### src/hw/lpsc_pkg.sv
// Notes on behaviour
// - Reset input low forces reset pad state, except on analog and clock input pads
// - Standby pin level picks hold or float
// - High impedance turns output drive fully off
// - Gated input presents constant low internally
// - Held pad follows still-running peripheral
// - Held port output keeps last value
// - Deep standby hands marked pins to GPIO; in LPSC_MODE_DEEP only while the standby pin level is low
// - Main clock input pin always input-enabled
// - Crystal output holds; floats when oscillator stops
// - Analog pin: driver off, input low, analog on
// - Wakeup path on; float when level bit set
package lpsc_pkg;

  // ****************************************
  // Power and reset modes
  // ****************************************
  typedef enum logic [2:0] {
    LPSC_MODE_POR,
    LPSC_MODE_INT_RST,
    LPSC_MODE_RUN,
    LPSC_MODE_STOP,
    LPSC_MODE_DEEP,
    LPSC_MODE_DEEP_RET
  } lpsc_mode_t;

  // ****************************************
  // Pad function selections
  // ****************************************
  typedef enum logic [2:0] {
    LPSC_FN_GPIO,
    LPSC_FN_PERIPH,
    LPSC_FN_ANALOG,
    LPSC_FN_CLK_IN,
    LPSC_FN_XTAL_OUT,
    LPSC_FN_WAKEUP
  } lpsc_fn_t;

  // Reset values of pad outputs
  localparam logic LPSC_RST_OUT = 1'b0;
  localparam logic LPSC_RST_OE  = 1'b0;
  localparam logic LPSC_RST_IE  = 1'b0;
  localparam logic LPSC_RST_AE  = 1'b0;

  // Default pad count
  localparam int LPSC_PADS = 8;

endpackage : lpsc_pkg

### src/hw/lpsc_pad_ctrl.sv
module lpsc_pad_ctrl #(
  parameter int PADS = lpsc_pkg::LPSC_PADS
) (
  input  wire logic                 sys_clk,
  input  wire logic                 rst_n,
  input  wire logic                 externalResetInput_n,
  input  wire lpsc_pkg::lpsc_mode_t powerMode,
  input  wire logic                 standbyPinLevel,
  input  wire logic                 mainOscRunning,
  input  wire lpsc_pkg::lpsc_fn_t   padFunc [PADS],
  input  wire logic [PADS-1:0]      periphActive,
  input  wire logic [PADS-1:0]      periphOut,
  input  wire logic [PADS-1:0]      periphOe,
  input  wire logic [PADS-1:0]      portOut,
  input  wire logic [PADS-1:0]      portOe,
  input  wire logic [PADS-1:0]      deepGpioSel,
  input  wire logic [PADS-1:0]      padIn,
  output logic      [PADS-1:0]      padOut,
  output logic      [PADS-1:0]      padOe,
  output logic      [PADS-1:0]      coreIn,
  output logic      [PADS-1:0]      analogEn,
  output logic      [PADS-1:0]      wakeupIn
);

  // Refuse a pad count the logic cannot serve
  if (PADS < 1) begin : gBadPads
    $error("PADS must be at least one");
  end

  // ****************************************
  // Input synchronisation
  // ****************************************
  logic            resetInSync_n;
  logic [PADS-1:0] padInSync;

  lpsc_sync2 #(.W(PADS + 1)) uSync (
    .sys_clk (sys_clk),
    .rst_n   (rst_n),
    .asyncIn ({externalResetInput_n, padIn}),
    .syncOut ({resetInSync_n, padInSync})
  );

  // ****************************************
  // Low-power entry capture
  // ****************************************
  logic            lowPwr;
  logic            lowPwrReg;
  logic            lowPwrNext;
  logic [PADS-1:0] holdOutReg;
  logic [PADS-1:0] holdOutNext;
  logic [PADS-1:0] holdOeReg;
  logic [PADS-1:0] holdOeNext;
  logic [PADS-1:0] liveOut;
  logic [PADS-1:0] liveOe;

  assign lowPwr = (powerMode == lpsc_pkg::LPSC_MODE_STOP) || (powerMode == lpsc_pkg::LPSC_MODE_DEEP);

  // Snapshot pads on the entry edge
  always_comb begin
    lowPwrNext  = lowPwr;
    holdOutNext = holdOutReg;
    holdOeNext  = holdOeReg;
    if (lowPwr && !lowPwrReg) begin
      holdOutNext = liveOut;
      holdOeNext  = liveOe;
    end
  end

  always_ff @(posedge sys_clk or negedge rst_n) begin
    if (!rst_n) begin
      lowPwrReg  <= 1'b0;
      holdOutReg <= '0;
      holdOeReg  <= '0;
    end else begin
      lowPwrReg  <= lowPwrNext;
      holdOutReg <= holdOutNext;
      holdOeReg  <= holdOeNext;
    end
  end

  // ****************************************
  // Per-pad state selection
  // ****************************************
  logic [PADS-1:0] outNext;
  logic [PADS-1:0] oeNext;
  logic [PADS-1:0] ieNext;
  logic [PADS-1:0] aeNext;
  logic [PADS-1:0] wkNext;
  logic [PADS-1:0] outReg;
  logic [PADS-1:0] oeReg;
  logic [PADS-1:0] ieReg;
  logic [PADS-1:0] aeReg;
  logic [PADS-1:0] wkReg;

  for (genvar i = 0; i < PADS; i++) begin : gPad
    // Normal run drive per function
    always_comb begin
      liveOut[i] = portOut[i];
      liveOe[i]  = portOe[i];
      if (padFunc[i] == lpsc_pkg::LPSC_FN_PERIPH || padFunc[i] == lpsc_pkg::LPSC_FN_XTAL_OUT) begin
        liveOut[i] = periphOut[i];
        liveOe[i]  = periphOe[i];
      end else if (padFunc[i] != lpsc_pkg::LPSC_FN_GPIO) begin
        liveOut[i] = 1'b0;
        liveOe[i]  = 1'b0;
      end
    end

    // Pad outcome for current mode
    always_comb begin
      logic hold;
      logic useGpio;
      hold    = 1'b0;
      useGpio = 1'b0;
      outNext[i] = 1'b0;
      oeNext[i]  = 1'b0;
      ieNext[i]  = 1'b0;
      aeNext[i]  = 1'b0;
      wkNext[i]  = 1'b0;
      if (!resetInSync_n || powerMode == lpsc_pkg::LPSC_MODE_POR
          || powerMode == lpsc_pkg::LPSC_MODE_INT_RST) begin
        hold = 1'b0;
      end else begin
        case (powerMode)
          lpsc_pkg::LPSC_MODE_RUN: begin
            outNext[i] = liveOut[i];
            oeNext[i]  = liveOe[i];
            ieNext[i]  = 1'b1;
          end
          lpsc_pkg::LPSC_MODE_STOP: hold = !standbyPinLevel;
          lpsc_pkg::LPSC_MODE_DEEP: begin
            hold    = !standbyPinLevel;
            useGpio = deepGpioSel[i] && !standbyPinLevel;
          end
          lpsc_pkg::LPSC_MODE_DEEP_RET: useGpio = deepGpioSel[i];
          default: hold = 1'b0;
        endcase
        if (hold) begin
          if (padFunc[i] == lpsc_pkg::LPSC_FN_PERIPH && periphActive[i]) begin
            outNext[i] = periphOut[i];
            oeNext[i]  = periphOe[i];
          end else begin
            // Snapshot value, so the entry edge does not drop the pad
            outNext[i] = holdOutNext[i];
            oeNext[i]  = holdOeNext[i];
          end
          ieNext[i] = 1'b1;
        end
        if (useGpio) begin
          outNext[i] = portOut[i];
          oeNext[i]  = portOe[i];
          ieNext[i]  = 1'b1;
        end
        if (padFunc[i] == lpsc_pkg::LPSC_FN_XTAL_OUT && powerMode != lpsc_pkg::LPSC_MODE_RUN
            && !mainOscRunning) begin
          oeNext[i] = 1'b0;
          ieNext[i] = 1'b0;
        end
        if (padFunc[i] == lpsc_pkg::LPSC_FN_WAKEUP && (powerMode == lpsc_pkg::LPSC_MODE_DEEP
            || powerMode == lpsc_pkg::LPSC_MODE_DEEP_RET)) begin
          wkNext[i] = 1'b1;
          if (standbyPinLevel || powerMode == lpsc_pkg::LPSC_MODE_DEEP_RET) begin
            oeNext[i] = 1'b0;
          end
        end
      end
      if (padFunc[i] == lpsc_pkg::LPSC_FN_ANALOG) begin
        oeNext[i] = 1'b0;
        ieNext[i] = 1'b0;
        aeNext[i] = 1'b1;
      end
      if (padFunc[i] == lpsc_pkg::LPSC_FN_CLK_IN) begin
        oeNext[i] = 1'b0;
        ieNext[i] = 1'b1;
      end
      if (!oeNext[i]) begin
        outNext[i] = 1'b0;
      end
    end
  end

  // Register every pad output
  always_ff @(posedge sys_clk or negedge rst_n) begin
    if (!rst_n) begin
      outReg <= {PADS{lpsc_pkg::LPSC_RST_OUT}};
      oeReg  <= {PADS{lpsc_pkg::LPSC_RST_OE}};
      ieReg  <= {PADS{lpsc_pkg::LPSC_RST_IE}};
      aeReg  <= {PADS{lpsc_pkg::LPSC_RST_AE}};
      wkReg  <= '0;
      coreIn <= '0;
    end else begin
      outReg <= outNext;
      oeReg  <= oeNext;
      ieReg  <= ieNext;
      aeReg  <= aeNext;
      wkReg  <= wkNext;
      coreIn <= ieNext & padInSync;
    end
  end

  assign padOut   = outReg;
  assign padOe    = oeReg;
  assign analogEn = aeReg;
  assign wakeupIn = wkReg;

  logic [PADS-1:0] isAna;
  logic [PADS-1:0] isClk;

  // Pads holding analog or clock input functions
  always_comb begin
    for (int k = 0; k < PADS; k++) begin
      isAna[k] = padFunc[k] == lpsc_pkg::LPSC_FN_ANALOG;
      isClk[k] = padFunc[k] == lpsc_pkg::LPSC_FN_CLK_IN;
    end
  end
endmodule : lpsc_pad_ctrl

### src/hw/lpsc_sync2.sv
module lpsc_sync2 #(
  parameter int W = 1
) (
  input  wire logic         sys_clk,
  input  wire logic         rst_n,
  input  wire logic [W-1:0] asyncIn,
  output logic      [W-1:0] syncOut
);

  // Refuse a width the logic cannot serve
  if (W < 1) begin : gBadWidth
    $error("W must be at least one");
  end

  logic [W-1:0] stage1Reg;
  logic [W-1:0] stage2Reg;

  // Two flop synchroniser
  always_ff @(posedge sys_clk or negedge rst_n) begin
    if (!rst_n) begin
      stage1Reg <= '0;
      stage2Reg <= '0;
    end else begin
      stage1Reg <= asyncIn;
      stage2Reg <= stage1Reg;
    end
  end

  assign syncOut = stage2Reg;

endmodule : lpsc_sync2

### config.mk
export PLATFORM = sky130hd
export DESIGN_NAME = lpsc_pad_ctrl
export DESIGN_NICKNAME = d
export VERILOG_FILES = /design/src/hw/lpsc_pkg.sv /design/src/hw/lpsc_pad_ctrl.sv /design/src/hw/lpsc_sync2.sv
export SDC_FILE = /design/constraint.sdc
export NUM_CORES = 1
export LEC_CHECK = 0
export ABC_AREA = 0
export BUFFER_PORTS_ARGS = -buffer_cell sky130_fd_sc_hd__clkbuf_2
export CAP_MARGIN = 40
export CORE_MARGIN = 2
export CORE_UTILIZATION = 56
export DETAILED_ROUTE_END_ITERATION = 7
export GPL_ROUTABILITY_DRIVEN = 1
export GPL_TIMING_DRIVEN = 0
export MAX_ROUTING_LAYER = met4
export PLACE_DENSITY = 0.86
export SLEW_MARGIN = 20
export SYNTH_ARGS = -nofsm -noshare
export SYNTH_HDL_FRONTEND = slang
export SYNTH_HIERARCHICAL = 1
export SYNTH_SLANG_ARGS = --single-unit
export TNS_END_PERCENT = 5
### constraint.sdc
create_clock -name sys_clk -period 5.85 [get_ports sys_clk]
set_clock_uncertainty 0.2 [all_clocks]
set_input_delay 0.2925 -clock sys_clk [delete_from_list [all_inputs] [get_ports sys_clk]]
set_output_delay 0.2925 -clock sys_clk [all_outputs]
set_load 0.05 [all_outputs]
==> out/metrics.yaml, run 1 <==
status:
  status: "complete, no violations"
placement:
  place_inst: 665
  portBuffers: 119
  hpwl_mm: 9.09
  dp_slack_ns: 2.90
  place_area_um2: 5120
  globalplace.congestion: 1.01
final_layout:
  diodes: 0
  syn_to_final_growth_pct: 25.1
  layout_commonest_cell: "clkbuf_2"
  fill_cells: 586
  seq_area_um2: 1880
  drive_gt1_frac: 0.277
  final_cell_mix: "clkbuf_2, dfrtp_1, nand2_1, nand3_1, clkbuf_1"
  multi_input_comb_area_um2: 2290
  final_util: 0.712
  final_area_um2: 5450
  nets: 672
  finalNonFillerCells: 691
drt:
  drc: 0
  drtIter0Drc: 606
  wl_per_cell_um: 19.2
  routed_via_density: 6.41
  ant_nets: 0
  drt_pass1_iterations: 6
  wirelength_mm: 13.2
  vias: 4431
power:
  p_int_mw: 0.907
  power_frac_comb: 0.212
  ir_drop_v: 0.000127
  clkPwrFrac: 0.356
  power.switching_mw: 0.375
  power_density_nw_per_um2: 235
  p_leak_nw: 2.53
  seq_power_share: 0.433
  swShare: 0.292
synthesis:
  synth_seq_cells: 75
  async_reset_ff_frac: 1.00
  yosys.cell_types.count: 43
  seq_area_frac_synth: 0.431
  synth.area.top_cells: "dfrtp_1, mux2i_1, nand3_1, nand2_1, nand3b_1"
  ys_warn_count: 6
  synthesis.nets: 530
  netlist.area_leader.share: 0.431
  synth_ff_type: "dfrtp_1"
  netlist_area_um2: 4350
  netlist_instances: 442
  synth_top_area_cell: "dfrtp_1"
  synth-edff-count: 0
  syn_avg_cell_area_um2: 9.85
sta:
  hold_viol_final: 0
  relSlewSlack: 0.412
  fin_setup_tns_ns: 0
  drv_slew: 0
  fin_crit_sh: 0.478
  fin_ws_ns: 3.05
  fmax_mhz: 358
  period_minus_slack_ns: 2.80
  final-setup-viol-count: 0
  worst_pin_slew_ns: 0.881
  grt_setup_unrepaired: "no"
grt:
  grt_pass1_wl_mm: 20.9
  grt_use_total: 0.326
  grt_max_degree: 57
  antenna_found_initial: 0
  grt_pass1_vias: 4154
  gr-total-overflow: 0
run:
  maxCapViolCount: 0
floorplan:
  dieArea_um2: 8500
  die_y_um: 92.2
  num_rows: 32
  initial_utilization: 0.569
  die_x_um: 92.2
  core-area_um2: 7650
  ios: 128
critical_path:
  max_stage_delay_ns: 0.66
  timing.rr.end: "padOut[5]"
  worstSetupPathType: "in2reg"
  cp_data_arrival_time_ns: 2.83
  rrSetupSlack_ns: 3.34
  crit_chain: "clkbuf_2 > nor2b_1 > clkbuf_1 > nor2b_1 > clkbuf_1 > a21boi_0 > a221oi_1"
  critPathCaptureType: "flip-flop"
  worstSetupStartpoint: "powerMode[1]"
  cpLargestDelayFamily: "buffers and inverters"
  critPathMaxFanout: 10
  endpoint: "padOut[3]"
  crit_required_ns: 5.89
  crit_buf_inv: 3
  r2r_start: "lowPwrReg"
  cp_num_cells: 7
  worstSetupStartpointType: "input port"
  rr_worst_depth: 8
  cpMaxStageDelayCell: "nor2b_1"
clock_network:
  cts_resized: 0
  cts_sinks: 75
  clock-root-buffer: "clkbuf_8"
  htree_levels: 3
  cts_buffer_depth: 2
  cts_buffers: 9
  insertion_delay_ns: 0.36
  clk_pin_slew_ns: 0.08
  cts_tree: "yes"
min_path:
  hp-start: "padFunc[22]"
  hp-class: "in2reg"
## sequential cells by signal (all words and copies together), names as in the netlist
name,count
lowPwrReg,1
coreIn,8
wakeupIn,8
holdOutReg,8
analogEn,8
holdOeReg,8
uSync/stage1Reg,9
padOe,8
uSync/syncOut,9
padOut,8
## cells in the mapped netlist, drive strengths merged (9+ instances only)
cell type,instances
dfrtp,75
nand2,34
nand3,32
clkbuf,30
mux2i,24
nor2,19
a21oi,17
nand3b,17
o211ai,16
o21a,16
o21ai,16
inv,10
nand2b,10
nor2b,10
a211oi,9
or4b,9
## what timing repair did
item,CTS,global route
setup endpoints to repair,0,0
hold buffers,10,0
endpoints found under the hold margin,30,0
setup buffers,0,0
## routing by layer
layer  wire (um)  up-vias  global-route usage
li1            -     1992                   -
met4         435        0               0.116
met3        1380       54              0.0657
met2        5980      326               0.488
met5           0        -                   -
met1        5440     2059               0.446
## cells by family (layout without fill, tap and decap cells)
kind of cell | after synthesis | after routing | share of synthesized area
buffers and inverters | 44 | 191 | 0.0437
flip-flops | 75 | 75 | 0.431
multiplexers | 24 | 24 | 0.0552
AO/OA/AOI/OAI | 139 | 139 | 0.248
AND/OR/NAND/NOR | 160 | 160 | 0.222
## worst register-to-register path, stage by stage (launching register included)
cell	delay (ns)
dfrtp_1	0.38
or4b_1	0.46
buf_2	0.19
and2_4	0.15
buf_6	0.14
buf_12	0.15
o311ai_4	0.25
o211ai_1	0.17
a221oi_2	0.31
## power by group through the flow
stage	combinational (mW)	clock [mW]	sequential [mW]
after floorplan	0.132	0	0.589
after global placement	0.250	0	0.563
after detailed placement	0.259	0	0.565
after CTS	0.267	0.458	0.554
after global routing	0.292	0.487	0.557
final	0.271	0.456	0.555
## metrics by stage
stage                     hold slack [ns]  total power, mW
after floorplan                    -0.203            0.720
after global placement              0.132            0.814
after detailed placement           0.0281            0.824
after CTS                          0.0679             1.28
after global routing               0.0802             1.34
final                              0.0755             1.28
## layout make-up
type	instances	area share
Tap cell	102	0.0234
Inverter	10	0.00689
Timing Repair Buffer	131	0.135
Sequential cell	75	0.345
Clock buffer	12	0.0285
Buffer	34	0.0280
Multi-Input combinational cell	323	0.421
Clock inverter	4	0.0133
## how the worst min path moves through the flow
stage / endpoint / slack (ns) / depth (start not counted)
floorplan: analogEn[0] / -0.20 / 0
detailed placement: padOe[7] / 0.03 / 1
finish: holdOutReg[0] / 0.08 / 2
global placement: uSync/syncOut[5] / 0.13 / 0
CTS: holdOutReg[3] / 0.07 / 2
global route: holdOutReg[3] / 0.08 / 2
Power figures use the tool's default switching activity.
==> run 2, diff against run 1 <==
--- a/config.mk
+++ b/config.mk
@@ -9,12 +9,12 @@
 export BUFFER_PORTS_ARGS = -buffer_cell sky130_fd_sc_hd__clkbuf_2
 export CAP_MARGIN = 40
 export CORE_MARGIN = 2
-export CORE_UTILIZATION = 56
+export CORE_UTILIZATION = 52
 export DETAILED_ROUTE_END_ITERATION = 7
 export GPL_ROUTABILITY_DRIVEN = 1
 export GPL_TIMING_DRIVEN = 0
 export MAX_ROUTING_LAYER = met4
-export PLACE_DENSITY = 0.86
+export PLACE_DENSITY = 0.8
 export SLEW_MARGIN = 20
 export SYNTH_ARGS = -nofsm -noshare
 export SYNTH_HDL_FRONTEND = slang
==> constraint.sdc (replaced) <==
create_clock -name sys_clk -period 2.58 [get_ports sys_clk]
set_clock_uncertainty 0.2 [all_clocks]
set_input_delay 0.129 -clock sys_clk [delete_from_list [all_inputs] [get_ports sys_clk]]
set_output_delay 0.129 -clock sys_clk [all_outputs]
set_load 0.05 [all_outputs]
==> run 2 against run 1 <==
Combinational power increased by 140%. Die area increased by 7.4%. First-iteration DRC count decreased by 37%. Cell count increased by 4.2%.
==> out/metrics.yaml, run 2 (synthesis results as in run 1) <==
status:
  status: "complete, no violations"  # unchanged
placement:
  portBuffers: 119  # unchanged
  globalplace.congestion: 0.916  # was 1.01
  place_area_um2: 5120  # about the same
  hpwl_mm: 9.09  # about the same
clock_network:
  cts_setup_buffers: 0  # unchanged
  insertion_delay_ns: 0.36  # about the same
  cts_buffer_depth: 2  # unchanged
  cts_tree: "yes"  # unchanged
  cts_sinks: 75  # unchanged
  clock-root-buffer: "clkbuf_8"  # unchanged
  htree_levels: 3  # unchanged
  cts_buffers: 9  # unchanged
  clk_pin_slew_ns: 0.08  # about the same
drt:
  wl_per_cell_um: 18.9  # was 19.2 um
  drt_pass1_iterations: 6  # unchanged
  wirelength_mm: 13.6  # was 13.2 mm
  ant_nets: 0  # unchanged
  drtIter0Drc: 384  # was 606
  vias: 4536  # was 4431
  routed_via_density: 6.30  # was 6.41
  drc: 0  # unchanged
grt:
  grt_pass1_wl_mm: 21.3  # was 20.9 mm
  grt_use_total: 0.315  # was 0.326
  gr-total-overflow: 0  # unchanged
  gr-usage-met2: 0.487  # was 0.488
  grt_pass1_vias: 4388  # was 4154
  grt-busiest-layer: "met2"  # unchanged
  antenna_found_initial: 0  # unchanged
  use_met3: 0.0664  # was 0.0657
  use_met1: 0.390  # was 0.446
  grt_max_degree: 42  # was 57
power:
  p_leak_nw: 2.66  # was 2.53 nW
  ir_drop_v: 0.000305  # was 0.000127 V
  p_total_mw: 3.09  # was 1.28 mW
  power_density_nw_per_um2: 538  # was 235 nW/um^2
floorplan:
  core-area_um2: 8180  # was 7650 um^2
  num_rows: 33  # was 32
  die_x_um: 95.5  # was 92.2 um
  die_y_um: 95.5  # was 92.2 um
  dieArea_um2: 9120  # was 8500 um^2
  ios: 128  # unchanged
  initial_utilization: 0.533  # was 0.569
min_path:
  hold_path_depth: 3  # was 2
  hp-class: "in2reg"  # unchanged
final_layout:
  layout_commonest_cell: "clkbuf_2"  # unchanged
  fill_cells: 621  # was 586
  drive_gt1_frac: 0.273  # was 0.277
  final_util: 0.704  # was 0.712
  syn_to_final_growth_pct: 32.1  # was 25.1%
  nets: 698  # was 672
  diodes: 0  # unchanged
  final_cell_mix: "clkbuf_2, dfrtp_1, dlygate4sd3_1, nand2_1, nand3_1"  # was clkbuf_2, dfrtp_1, nand2_1, nand3_1, clkbuf_1
  final_area_um2: 5750  # was 5450 um^2
sta:
  drv_slew: 0  # unchanged
  final-setup-viol-count: 0  # unchanged
  period_minus_slack_ns: 2.50
  worst_pin_slew_ns: 0.725  # was 0.881 ns
  fin_setup_tns_ns: 0  # unchanged
  grt_setup_unrepaired: "no"  # unchanged
  relSlewSlack: 0.515  # was 0.412
  fin_crit_sh: 0.968
  fmax_mhz: 400
  hold_viol_final: 0  # unchanged
critical_path:
  cp_data_arrival_time_ns: 2.54  # was 2.83 ns
  rrSetupSlack_ns: 0.09  # was 3.34 ns
  crit_top_cell: "clkbuf_1"
  crit_buf_inv: 3  # unchanged
  worstSetupStartpointType: "input port"  # unchanged
  critPathMaxFanout: 10  # unchanged
  critPathCaptureType: "flip-flop"  # unchanged
  max_stage_delay_ns: 0.54  # was 0.66 ns
  worstSetupStartpoint: "powerMode[1]"  # unchanged
  crit_required_ns: 2.62  # was 5.89 ns
  endpoint: "padOut[3]"  # unchanged
  timing.rr.end: "padOut[6]"  # was padOut[5]
  cpLargestDelayFamily: "buffers and inverters"  # unchanged
  cp_num_cells: 7  # unchanged
  cpMaxStageDelayCell: "clkbuf_1"  # was nor2b_1
  worstSetupPathType: "in2reg"  # unchanged
  crit_chain: "clkbuf_2 > nor2b_1 > clkbuf_1 > nor2b_2 > clkbuf_1 > a21boi_0 > a221oi_1"  # was clkbuf_2 > nor2b_1 > clkbuf_1 > nor2b_1 > clkbuf_1 > a21boi_0 > a221oi_1
  r2r_start: "lowPwrReg"  # unchanged
  rr_worst_depth: 8  # unchanged
run:
  maxCapViolCount: 0  # unchanged
## run 2: tightest hold or removal path, cell delays in order
cell and delay [ns]:
clkbuf_2 0.09, o2111ai_1 0.16, a21oi_1 0.14
## run 2: what timing repair did
| item | 4_1_cts | 5_1_grt |
|---|---|---|
| hold buffers | 35 | 0 |
| endpoints found under the hold margin | 112 | 0 |
| setup endpoints to repair | 0 | 10 |
| resized for setup | 0 | 3 |
## run 2: how the worst min path moves through the flow
stage | slack, ns | end | start
after floorplan | -0.37 | analogEn[0] | rst_n
after global placement | 0.04 | uSync/stage1Reg[8] | externalResetInput_n
after detailed placement | -0.04 | padOut[7] | rst_n
after CTS | 0.002 | lowPwrReg | powerMode[1]
after global routing | 0.02 | padOut[6] | portOe[6]
final | 0.009 | padOe[6] | portOe[6]
## run 2: final cells by class
type,instances,area (um^2),area share
clock buffer,9,124,0.0215
clock inverter,7,140,0.0244
timing repair buffer,157,983,0.171
buffer,34,153,0.0265
sequential,75,1880,0.326
tap,105,131,0.0228
multi-input combinational,323,2310,0.401
inverter,10,37.5,0.00653
## run 2: metrics by stage
step | setup WS, ns | hold slack [ns] | cells
floorplan | 0.280 | -0.367 | 442
global placement | -0.589 | 0.0371 | 666
detailed placement | -0.243 | -0.0375 | 668
CTS | 0.104 | 0.00161 | 719
global route | 0.00885 | 0.0219 | 720
finish | 0.0820 | 0.00864 | 720
## run 2: routing by layer
metal / wire [um] / up-vias
met3: 1340 / 45
met5: 0 / -
met2: 6360 / 303
met4: 384 / 0
met1: 5550 / 2152
li1: - / 2036
## run 2: power by group
group,switching (mW),internal [mW],leakage (nW)
logic,0.399,0.246,1.54
clock network,0.453,0.738,0.125
registers,0.0174,1.24,0.985
total,0.870,2.22,2.66
==> run 3, diff against run 2 <==
--- a/config.mk
+++ b/config.mk
@@ -14,7 +14,7 @@
 export GPL_ROUTABILITY_DRIVEN = 1
 export GPL_TIMING_DRIVEN = 0
 export MAX_ROUTING_LAYER = met4
-export PLACE_DENSITY = 0.8
+export PLACE_DENSITY = 0.84
 export SLEW_MARGIN = 20
 export SYNTH_ARGS = -nofsm -noshare
 export SYNTH_HDL_FRONTEND = slang
==> run 3 against run 2 <==
The flow now finishes with violations (hold timing). Flip-flop and latch count unchanged. Largest power group unchanged. Routed wire length rose by 0.29%. Via count shrank 0.51%. First-iteration DRC count fell by 5.5%. Critical endpoint unchanged. Critical path type unchanged.
==> out/metrics.yaml, run 3 (synthesis results as in run 1) <==
status:
  status: "complete, but fails checks"  # was complete, no violations
  violations: "hold timing"
sta:
  final-setup-viol-count: 0  # unchanged
  hold_viol_final: 1  # was 0
  relSlewSlack: 0.412  # was 0.515
  grt_setup_unrepaired: "yes"  # was no
  period_minus_slack_ns: 2.54  # was 2.50 ns
  fmax_mhz: 393  # was 400 MHz
  drv_slew: 0  # unchanged
  fin_ws_ns: 0.0373  # was 0.0820 ns
  hold_slack_ns: -0.0206  # was 0.00864 ns
  fin_setup_tns_ns: 0  # unchanged
  worst_pin_slew_ns: 0.880  # was 0.725 ns
  fin_crit_sh: 0.986  # was 0.968
min_path:
  hp-class: "in2reg"  # unchanged
  hold_path_depth: 3  # unchanged
floorplan:
  die_y_um: 95.5  # unchanged
  core-area_um2: 8180  # unchanged
  initial_utilization: 0.533  # unchanged
  dieArea_um2: 9120  # unchanged
  die_x_um: 95.5  # unchanged
  num_rows: 33  # unchanged
  ios: 128  # unchanged
clock_network:
  htree_levels: 3  # unchanged
  clock-root-buffer: "clkbuf_8"  # unchanged
  clk_pin_slew_ns: 0.09  # was 0.08 ns
  cts_sinks: 75  # unchanged
  cts_buffer_depth: 2  # unchanged
  cts_buffers: 9  # unchanged
  cts_tree: "yes"  # unchanged
  insertion_delay_ns: 0.36  # about the same
critical_path:
  cp_data_arrival_time_ns: 2.59  # was 2.54 ns
  cpLargestDelayFamily: "buffers and inverters"  # unchanged
  crit_top_cell: "clkbuf_1"  # unchanged
  worstSetupPathType: "in2reg"  # unchanged
  rr_worst_depth: 8  # unchanged
  crit_chain: "clkbuf_2 > nor2b_1 > clkbuf_1 > nor2b_2 > clkbuf_1 > a21boi_0 > a221oi_1"  # unchanged
  critPathCaptureType: "flip-flop"  # unchanged
  critPathMaxFanout: 10  # unchanged
  max_stage_delay_ns: 0.51  # was 0.54 ns
  cp_num_cells: 7  # unchanged
  cpMaxStageDelayCell: "clkbuf_1"  # unchanged
  crit_required_ns: 2.62  # about the same
  crit_buf_inv: 3  # unchanged
  worstSetupStartpointType: "input port"  # unchanged
drt:
  drtIter0Drc: 363  # was 384
  routed_via_density: 6.30  # about the same
  ant_nets: 0  # unchanged
  wl_per_cell_um: 19.1  # was 18.9 um
  drt_pass1_iterations: 5  # was 6
  wirelength_mm: 13.7  # was 13.6 mm
  drc: 0  # unchanged
  vias: 4513  # was 4536
final_layout:
  drive_gt1_frac: 0.270  # was 0.273
  syn_to_final_growth_pct: 29.0  # was 32.1%
  seq_area_um2: 1880  # unchanged
  fill_cells: 644  # was 621
  final_cell_mix: "clkbuf_2, dfrtp_1, nand2_1, nand3_1, dlygate4sd3_1"  # was clkbuf_2, dfrtp_1, dlygate4sd3_1, nand2_1, nand3_1
  nets: 694  # was 698
  diodes: 0  # unchanged
  finalNonFillerCells: 716  # was 720
  layout_commonest_cell: "clkbuf_2"  # unchanged
  multi_input_comb_area_um2: 2290  # was 2310 um^2
power:
  power_density_nw_per_um2: 484  # was 538 nW/um^2
  ir_drop_v: 0.000258  # was 0.000305 V
  p_total_mw: 2.72  # was 3.09 mW
  p_leak_nw: 2.59  # was 2.66 nW
grt:
  grt_pass1_vias: 4179  # was 4388
  antenna_found_initial: 0  # unchanged
  gr-total-overflow: 0  # unchanged
  grt_max_degree: 55  # was 42
  grt_pass1_wl_mm: 20.7  # was 21.3 mm
  grt_use_total: 0.308  # was 0.315
placement:
  place_inst: 668  # unchanged
  dp_slack_ns: -0.248  # was -0.243 ns
  hpwl_mm: 9.39  # was 9.09 mm
  portBuffers: 119  # unchanged
  globalplace.congestion: 0.923  # was 0.916
run:
  maxCapViolCount: 0  # unchanged
run 3: worst paths after layout:
| check | start | end | slack [ns] |
|---|---|---|---|
| worst max-delay path | powerMode[1] | padOut[3] | 0.04 |
| worst min-delay path | periphOe[0] | padOe[0] | -0.02 |
| worst max register to register | lowPwrReg | padOut[4] | 0.06 |
| worst min register to register | uSync/stage1Reg[8] | uSync/syncOut[8] | 0.15 |
| max in group asynchronous | rst_n | wakeupIn[3] | 1.58 |
| min in group asynchronous | rst_n | padOut[7] | 0.02 |
run 3: report_power, final:
group | leakage, nW | internal, mW | total [mW] | switching (mW)
Clock | 0.0787 | 0.349 | 0.815 | 0.466
Sequential | 0.985 | 1.24 | 1.26 | 0.0189
Combinational | 1.53 | 0.244 | 0.644 | 0.400
run 3: layout make-up:
class / count / share of cell area
Multi-Input combinational cell: 323 / 0.409
Sequential cell: 75 / 0.334
Timing Repair Buffer: 153 / 0.170
Buffer: 34 / 0.0274
Tap cell: 105 / 0.0234
Clock buffer: 10 / 0.0227
Clock inverter: 6 / 0.00735
Inverter: 10 / 0.00668
run 3: repair_timing:
item | 4_1_cts | 5_1_grt
endpoints found under the setup margin | 0 | 10
hold buffers | 32 | 0
hold endpoints to repair | 120 | 0
resized for setup | 0 | 3
buffers inserted | 0 | 0
run 3: routing by layer:
layer / up-vias / wire (um) / part of all wire / global-route usage
li1: 2031 / - / - / -
met1: 2101 / 5430 / 0.40 / 0.405
met2: 334 / 6320 / 0.46 / 0.474
met3: 47 / 1520 / 0.11 / 0.0656
met4: 0 / 398 / 0.029 / 0.108
met5: - / 0 / 0 / -
run 3: per-stage QoR:
step | utilization | area (um^2)
floorplan | - | 4350
global route | 0.687 | 5620
CTS | 0.687 | 5610
finish | 0.687 | 5620
global placement | 0.622 | 5080
detailed placement | 0.627 | 5120
run 3: worst min-delay path: stages:
cell and delay (ns):
clkbuf_2 0.10, o211ai_1 0.11, a21oi_1 0.15
